**config.mk**
```make
export PLATFORM = sky130hd
export DESIGN_NAME = lss_core
export DESIGN_NICKNAME = d
export VERILOG_FILES = /design/src/core/lss_fifo.v /design/src/core/lss_core.v
export VERILOG_INCLUDE_DIRS = /design/src /design/src/include
export SDC_FILE = /design/constraint.sdc
export NUM_CORES = 1
export LEC_CHECK = 0
export ABC_AREA = 1
export BUFFER_PORTS_ARGS = -buffer_cell sky130_fd_sc_hd__buf_2
export CAP_MARGIN = 20
export CORE_ASPECT_RATIO = 0.6
export CORE_MARGIN = 1.5
export CORE_UTILIZATION = 63
export CTS_CLUSTER_DIAMETER = 200
export DETAILED_ROUTE_END_ITERATION = 12
export GPL_ROUTABILITY_DRIVEN = 0
export PLACE_DENSITY = 0.86
export SETUP_SLACK_MARGIN = 0.5
export SLEW_MARGIN = 15
export SYNTH_ARGS = -nofsm -noshare
export SYNTH_HDL_FRONTEND = slang
export SYNTH_HIERARCHICAL = 1
export SYNTH_SLANG_ARGS = --single-unit
```
**constraint.sdc**
```tcl
create_clock -name clk -period 3.95 [get_ports clk]
set_input_delay 0.395 -clock clk [delete_from_list [all_inputs] [get_ports clk]]
set_output_delay 0.395 -clock clk [all_outputs]
set_load 0.01 [all_outputs]
```
**src/include/lss_defines.vh**
```
// Overview of operation
// Latch-load and output-enable act by level, never sampled at shift edges.
// Latch-load low holds the output latches unchanged.
// Latch-load high makes latches follow the shift register continuously.
// Output enable low drives each sink channel from its latch bit.
// Enabled channel conducts for latch bit one, off for zero.
// Output enable high switches every sink channel off.
// Each rising shift-clock edge samples serial input and shifts one bit on.
// Newest bit at channel 0, channel k is k clocks old; output shows channel 15.
// Controller holds serial input stable around each rising shift-clock edge.
// Over-temperature forces all sink channels off regardless of latches.
// Channels resume once temperature falls back by the hysteresis.
// Undriven latch-load reads low, undriven output enable reads high.
// Controller always drives shift clock and serial input to defined levels.
// Controller shifts sixteen bits per cascaded device before pulsing latch-load.
// Falling shift-clock edges change neither shift register nor serial output.
`ifndef LSS_DEFINES_VH
`define LSS_DEFINES_VH
`define LSS_CHANNELS 16
`define LSS_MSB 15
`define LSS_FIFO_DEPTH 8
`define LSS_FIFO_AW 3
`define LSS_ADDR_W 5
`define LSS_REG_CTRL 5'h00
`define LSS_REG_STATUS 5'h04
`define LSS_REG_SHIFT 5'h08
`define LSS_REG_LATCH 5'h0c
`define LSS_REG_CAPTURE 5'h10
`define LSS_CTRL_FORCE_OFF 0
`define LSS_CTRL_CAPTURE_EN 1
`define LSS_ST_THERMAL 0
`define LSS_ST_NOT_EMPTY 1
`define LSS_ST_OVERFLOW 2
`define LSS_ST_FULL 3
`define LSS_CTRL_RESET 2'h0
`endif

```
**src/core/lss_fifo.v**
```verilog
`timescale 1ns/10ps
`default_nettype none
module lss_fifo #(
  parameter WIDTH = 16,
  parameter DEPTH = 8,
  parameter AW = 3
) (
  // Clock and reset
  input wire clk,
  input wire arst_n,
  // Fill side
  input wire in_valid,
  output wire in_ready,
  input wire [WIDTH-1:0] in_data,
  // Drain side
  output wire out_valid,
  input wire out_ready,
  output wire [WIDTH-1:0] out_data
);
  reg [WIDTH-1:0] mem [0:DEPTH-1];
  reg [AW-1:0] wr_ptr;
  reg [AW-1:0] rd_ptr;
  reg [AW:0] count;
  wire push;
  wire pop;
  assign in_ready = (count != DEPTH[AW:0]);
  assign out_valid = (count != {(AW+1){1'b0}});
  assign out_data = mem[rd_ptr];
  assign push = in_valid & in_ready;
  assign pop = out_valid & out_ready;
  always @(posedge clk) begin
    if (push) begin
      mem[wr_ptr] <= in_data;
    end
  end
  always @(posedge clk or negedge arst_n) begin
    if (!arst_n) begin
      wr_ptr <= {AW{1'b0}};
      rd_ptr <= {AW{1'b0}};
      count <= {(AW+1){1'b0}};
    end else begin
      // Depth is a power of two, pointers wrap naturally
      if (push) begin
        wr_ptr <= wr_ptr + 1'b1;
      end
      if (pop) begin
        rd_ptr <= rd_ptr + 1'b1;
      end
      if (push && !pop) begin
        count <= count + 1'b1;
      end else if (pop && !push) begin
        count <= count - 1'b1;
      end
    end
  end
endmodule
`default_nettype wire

```
**src/core/lss_core.v**
```verilog
`timescale 1ns/10ps
`default_nettype none
`include "lss_defines.vh"
module lss_core (
  // Clock and reset
  input wire clk,
  input wire arst_n,
  // Serial link pins
  input wire shift_clk,
  input wire serial_in,
  output reg serial_out,
  input wire latch_transparent,
  input wire out_enable_n,
  // Thermal comparator, already with hysteresis
  input wire over_temp,
  // Sink channels, bit 0 is the first, bit 15 the last
  output reg [`LSS_MSB:0] sink_channel,
  // Capture buffer back-pressure
  output wire capture_ready,
  // Avalon-MM slave
  input wire [`LSS_ADDR_W-1:0] avs_address,
  input wire avs_read,
  input wire avs_write,
  input wire [31:0] avs_writedata,
  output reg [31:0] avs_readdata,
  output wire avs_waitrequest
);
  // Two-stage synchronisers
  reg sck_s1, sck_s2, sck_s3;
  reg sdi_s1, sdi_s2;
  reg le_s1, le_s2, le_s3;
  reg oen_s1, oen_s2;
  reg ot_s1, ot_s2;
  reg [`LSS_MSB:0] shift_reg;
  reg [`LSS_MSB:0] latch_reg;
  reg [1:0] ctrl;
  reg overflow;
  reg ack;
  wire shift_rise;
  wire le_rise;
  wire channels_enabled;
  wire fifo_valid;
  wire [`LSS_MSB:0] fifo_data;
  wire fifo_pop;
  wire capture_push;
  wire bus_req;
  wire bus_take;
  wire ovf_clear;
  reg [31:0] next_readdata;

  function sel;
    input [`LSS_ADDR_W-1:0] a;
    input [`LSS_ADDR_W-1:0] r;
    begin
      sel = (a == r);
    end
  endfunction

  // Pull defaults are pads; at reset the sync chain assumes them
  always @(posedge clk or negedge arst_n) begin
    if (!arst_n) begin
      sck_s1 <= 1'b0;
      sck_s2 <= 1'b0;
      sck_s3 <= 1'b0;
      sdi_s1 <= 1'b0;
      sdi_s2 <= 1'b0;
      le_s1 <= 1'b0;
      le_s2 <= 1'b0;
      le_s3 <= 1'b0;
      oen_s1 <= 1'b1;
      oen_s2 <= 1'b1;
      ot_s1 <= 1'b0;
      ot_s2 <= 1'b0;
    end else begin
      sck_s1 <= shift_clk;
      sck_s2 <= sck_s1;
      sck_s3 <= sck_s2;
      sdi_s1 <= serial_in;
      sdi_s2 <= sdi_s1;
      le_s1 <= latch_transparent;
      le_s2 <= le_s1;
      le_s3 <= le_s2;
      oen_s1 <= out_enable_n;
      oen_s2 <= oen_s1;
      ot_s1 <= over_temp;
      ot_s2 <= ot_s1;
    end
  end

  // Only the rising edge moves data; falling edges are ignored
  assign shift_rise = sck_s2 & ~sck_s3;
  assign le_rise = le_s2 & ~le_s3;

  // Data and clock chains have equal depth, so the bit seen with the edge
  // is the one present at the pin edge; needs shift clock below 10 MHz
  always @(posedge clk or negedge arst_n) begin
    if (!arst_n) begin
      shift_reg <= {`LSS_CHANNELS{1'b0}};
      serial_out <= 1'b0;
    end else if (shift_rise) begin
      shift_reg <= {shift_reg[`LSS_MSB-1:0], sdi_s2};
      serial_out <= shift_reg[`LSS_MSB-1];
    end
  end

  // Level driven, independent of shift edges
  always @(posedge clk or negedge arst_n) begin
    if (!arst_n) begin
      latch_reg <= {`LSS_CHANNELS{1'b0}};
    end else if (le_s2) begin
      latch_reg <= shift_reg;
    end
  end // no assignment while low

  assign channels_enabled = ~oen_s2 & ~ot_s2 & ~ctrl[`LSS_CTRL_FORCE_OFF];

  always @(posedge clk or negedge arst_n) begin
    if (!arst_n) begin
      sink_channel <= {`LSS_CHANNELS{1'b0}};
    end else if (channels_enabled) begin
      sink_channel <= latch_reg;
    end else begin
      sink_channel <= {`LSS_CHANNELS{1'b0}};
    end
  end

  // Captures each frame the controller loads, for software readback
  assign capture_push = le_rise & ctrl[`LSS_CTRL_CAPTURE_EN];

  lss_fifo #(
    .WIDTH(`LSS_CHANNELS),
    .DEPTH(`LSS_FIFO_DEPTH),
    .AW(`LSS_FIFO_AW)
  ) u_fifo (
    .clk(clk),
    .arst_n(arst_n),
    .in_valid(capture_push),
    .in_ready(capture_ready),
    .in_data(shift_reg),
    .out_valid(fifo_valid),
    .out_ready(fifo_pop),
    .out_data(fifo_data)
  );

  // Bus: every access answers exactly one cycle after it appears
  assign bus_req = avs_read | avs_write;
  assign avs_waitrequest = bus_req & ~ack;
  assign bus_take = bus_req & ack;
  assign fifo_pop = bus_take & avs_read & sel(avs_address, `LSS_REG_CAPTURE);
  assign ovf_clear = bus_take & avs_write & sel(avs_address, `LSS_REG_STATUS)
    & avs_writedata[`LSS_ST_OVERFLOW];

  always @* begin
    next_readdata = 32'h0;
    if (sel(avs_address, `LSS_REG_CTRL)) begin
      next_readdata[1:0] = ctrl;
    end else if (sel(avs_address, `LSS_REG_STATUS)) begin
      next_readdata[`LSS_ST_THERMAL] = ot_s2;
      next_readdata[`LSS_ST_NOT_EMPTY] = fifo_valid;
      next_readdata[`LSS_ST_OVERFLOW] = overflow;
      next_readdata[`LSS_ST_FULL] = ~capture_ready;
    end else if (sel(avs_address, `LSS_REG_SHIFT)) begin
      next_readdata[`LSS_MSB:0] = shift_reg;
    end else if (sel(avs_address, `LSS_REG_LATCH)) begin
      next_readdata[`LSS_MSB:0] = latch_reg;
    end else if (sel(avs_address, `LSS_REG_CAPTURE)) begin
      // Empty buffer reads as zero
      next_readdata[`LSS_MSB:0] = fifo_valid ? fifo_data : {`LSS_CHANNELS{1'b0}};
    end
  end

  always @(posedge clk or negedge arst_n) begin
    if (!arst_n) begin
      ack <= 1'b0;
      avs_readdata <= 32'h0;
      ctrl <= `LSS_CTRL_RESET;
      overflow <= 1'b0;
    end else begin
      ack <= avs_waitrequest;
      if (avs_waitrequest && avs_read) begin
        avs_readdata <= next_readdata;
      end
      if (bus_take && avs_write && sel(avs_address, `LSS_REG_CTRL)) begin
        ctrl <= avs_writedata[1:0];
      end
      // A dropped frame in the clearing cycle still sets the flag
      if (capture_push && !capture_ready) begin
        overflow <= 1'b1;
      end else if (ovf_clear) begin
        overflow <= 1'b0;
      end
    end
  end
endmodule
`default_nettype wire

```
==> results.py <==
metrics = {
    "pwr": {
        "ir_drop_mv": 0.3682,
        "power.clock.fraction_pct": 31.9,
        "share_seq_of_total_power_pct": 53.4,
        "p_int_mw": 4.073,
        "power.leakage_nw": 4.878,
        "power_density_mw_per_mm2": 542.4,
        "switching_power_mw": 1.649,
        "combinationalPowerShare_pct": 14.8,
        "netSwitchingFraction_pct": 28.82,
    },
    "clock_tree": {
        "cts_tree": "built",
        "cts_max_path_buffers": 3,
        "cts_buffers": 19,
        "post_cts_buffers": 0,
        "clk-insertion-delay-late_ns": 0.49,
        "cts.sinks": 218,
        "cts.htree.levels": 1,
        "root_buffer": "clkbuf_16",
        "reg_clk_slew_reported_paths_ns": 0.07,
    },
    "logic_synthesis": {
        "synth_enable_flop_cells": 128,
        "synth-main-ff-cell": "edfxtp_1",
        "synth-seq-area-share_pct": 63.75,
        "synthesis.instances": 999,
        "postSynthRegisterBits": 218,
        "ys.warnings.count": 6,
        "synth_async_sr_flop_share_pct": 41.28,
        "synth.avg_cell_area_sq_um": 9.575,
        "syn-cell-area_sq_mm": 0.009565,
        "post_synth_num_cell_types": 34,
    },
    "timing": {
        "number_of_pins_with_negative_max_slew_slack_in_the_final_report": 0,
        "slew-limit-headroom_pct": 25.68,
        "timing.final.crit_share_pct": 63.94,
        "setup-tns-final_ns": 0,
        "finalHoldViolCount": 0,
        "finalWorstPathRequiredPeriod_ns": 2.526,
        "rsz0062_at_grt": "no",
        "clock.fmax_ghz": 0.3959,
        "skew_ns": 0.01435,
        "final_hold_slack_ns": 0.01805,
        "finalSetupViolations": 0,
        "transition_time_of_the_tightest_slew_check_pin_ns": 1.109,
    },
    "placement": {
        "hpwl_microns": 12110,
        "port_buffers": 51,
    },
    "setup_path": {
        "reg2reg_to": "u_fifo/count[3]",
        "critical_path.endpoint_type": "register",
        "cpPeakStageDelay_ns": 0.32,
        "path_class": "reg -> reg",
        "critical-path-top-cell-by-count": "nand2_1",
        "timing.critical_path.from_type": "register",
        "setup.reg_to_reg.worst_slack_ns": 1.42,
        "largest_fanout_on_the_critical_path": 34,
        "reg2reg_depth": 13,
        "critical_path.slowest_cell": "dfrtp_1",
        "crit_arrival_ns": 2.90,
        "worst-path-buf-inv": 3,
        "cp.required_ns": 4.32,
        "rr_startpoint": "le_s2",
        "timing.critical_path.cells": "buf_4 > nand2_1 > nor2_1 > nand2_2 > inv_1 > ha_1 > inv_1 > ha_1 > or2_2 > nand2_1 > nand2_1 > nand3_1 > nand2_1",
        "path_delay_family": "simple AND/OR/NAND/NOR gates",
    },
    "routing": {
        "post_drt_wl_per_cell_microns": 16.14,
        "dr_total_vias": 6725,
        "drtPass1Iterations": 5,
        "detailroute.wirelength.met3_microns": 1496,
        "drtAntennaViolNets": 0,
        "drt-vias-per-instance": 5.363,
        "final_routed_wirelength_microns": 20240,
        "drt-met1-wl_microns": 8417,
        "top_signal_layer_used": "met4",
        "drt-initial-drc-count": 708,
        "drc_errors": 0,
        "met2_wl_post_dr_microns": 9827,
    },
    "global_routing": {
        "grt_remaining_overflow": 0,
        "number_of_antenna_violations_at_the_first_check_in_global_routing": 0,
        "global_route_usage_over_all_layers_pct": 26.27,
        "via_count_of_the_first_global_routing_pass": 6609,
        "grt_start_max_net_pins": 86,
        "wire_length_of_the_first_global_routing_pass_microns": 32500,
    },
    "final_layout": {
        "diodes": 0,
        "layout-drive-gt1-share_pct": 12.12,
        "largest_register_ffs": 128,
        "layout.nets": 1096,
        "area_delta_synth_final_pct": 10.29,
        "final.fill_count": 990,
        "regMostFlops": "u_fifo/mem",
    },
    "min_path": {
        "worst_hold_path_type": "in -> reg",
        "whs_path_depth": 1,
        "min-delay-start": "out_enable_n",
        "worstHoldEndpoint": "oen_s1",
    },
    "die": {
        "die_width_microns": 162.1,
        "core_area_sq_mm": 0.01468,
        "floorplan.die_area_sq_mm": 0.01596,
        "floorplan.initialDensity_pct": 65.17,
        "ioPinCount": 97,
        "std_cell_rows": 34,
        "vertical_die_dimension_microns": 98.45,
    },
    "outcome": {
        "outcome": "complete, no violations",
    },
    "flow_run": {
        "max_cap_viol_count": 0,
    },
}
==> cell usage after synthesis, drive strengths merged, types with 11 or more instances <==
| cell | n | area [sq um] |
|---|---|---|
| buf | 48 | 306.5 |
| nand2 | 322 | 1211 |
| o21ai | 33 | 172.7 |
| clkbuf | 11 | 41.29 |
| dfrtp | 88 | 2202 |
| mux2 | 11 | 123.9 |
| edfxtp | 128 | 3844 |
| nor2 | 169 | 666.9 |
| inv | 106 | 397.9 |
| nand3 | 22 | 120.1 |
| nand4 | 34 | 212.7 |
==> through the flow <==
stage / utilization (%) / std cells / setup slack, ns / power [mW] / area (sq um)
floorplan: - / 1014 / 1.623 / 3.622 / 9622
global placement: 67.61 / 1220 / 1.263 / 3.850 / 9923
detailed placement: 67.61 / 1220 / 1.183 / 3.905 / 9923
CTS: 71.88 / 1254 / 1.469 / 5.729 / 10550
global route: 71.88 / 1254 / 1.260 / 5.975 / 10550
finish: 71.88 / 1254 / 1.424 / 5.722 / 10550
==> power groups by stage <==
stage / Sequential (mW) / Combinational [mW] / Clock, mW
2_1_floorplan: 2.94 / 0.681 / 0
6_report: 3.05 / 0.845 / 1.82
3_5_place_dp: 3.09 / 0.818 / 0
5_1_grt: 3.09 / 0.958 / 1.92
3_3_place_gp: 3.07 / 0.779 / 0
4_1_cts: 3.05 / 0.840 / 1.84
==> logic make-up after synthesis <==
| logic type | after synthesis | share of synthesized area [%] |
|---|---|---|
| adder cells (fa/ha/maj) | 6 | 0.8633 |
| multiplexers | 11 | 1.295 |
| buffers and inverters | 165 | 7.796 |
| AND/OR/NAND/NOR | 556 | 23.71 |
| AO/OA/AOI/OAI | 37 | 2.080 |
| XOR/XNOR | 5 | 0.4578 |
| other | 1 | 0.03920 |
| flip-flops | 218 | 63.75 |
==> per-layer routing <==
layer | global-route usage [%] | vias up
met4 | 8.680 | 0
li1 | - | 3217
met1 | 35.29 | 3180
met3 | 4.545 | 50
met2 | 44.27 | 278
met5 | 0 | -
==> cell usage in the layout, fill, tap and decap left out, types with 5 or more instances in the layout <==
cell type / n
nand2_1: 321
nor2_1: 164
edfxtp_1: 128
inv_1: 105
dfrtp_1: 87
buf_2: 50
nand4_1: 34
o21ai_0: 29
clkbuf_16: 22
nand3_1: 20
buf_4: 17
conb_1: 16
mux2_2: 11
nor3_2: 5
clkbuf_1: 5
xnor2_1: 5
ha_1: 5
==> final cells by class <==
class	count	area [sq um]	area share (%)
inverter	106	397.9	3.771
clock buffer	30	601.8	5.704
clock inverter	3	15.01	0.1423
timing repair buffer	68	387.9	3.676
sequential	218	6102	57.84
tap	198	247.7	2.348
multi-input combinational	631	2798	26.52
==> worst max path at each step <==
stage,from,to,slack (ns),cells after the start
after floorplan,u_fifo/count[0],u_fifo/mem[5][0],1.62,4
after global placement,avs_address[1],u_fifo/count[3],1.26,14
after detailed placement,avs_address[1],u_fifo/count[3],1.18,14
after CTS,le_s2,u_fifo/count[3],1.47,13
after global routing,le_s2,u_fifo/count[3],1.26,13
final,le_s2,u_fifo/count[3],1.42,13
==> what timing repair did <==
action	CTS	global route
hold buffers	1	0
hold endpoints to repair	25	0
resized for setup	0	0
==> worst register-to-register path, stage by stage, from the launching register on <==
cell and delay, ns:
dfrtp_1 0.32, buf_4 0.30, nand2_1 0.09, nor2_1 0.20
nand2_2 0.20, inv_1 0.15, ha_1 0.19, inv_1 0.11
ha_1 0.32, or2_2 0.31, nand2_1 0.07, nand2_1 0.05
nand3_1 0.06, nand2_1 0.05
Power figures use the tool's default switching activity.
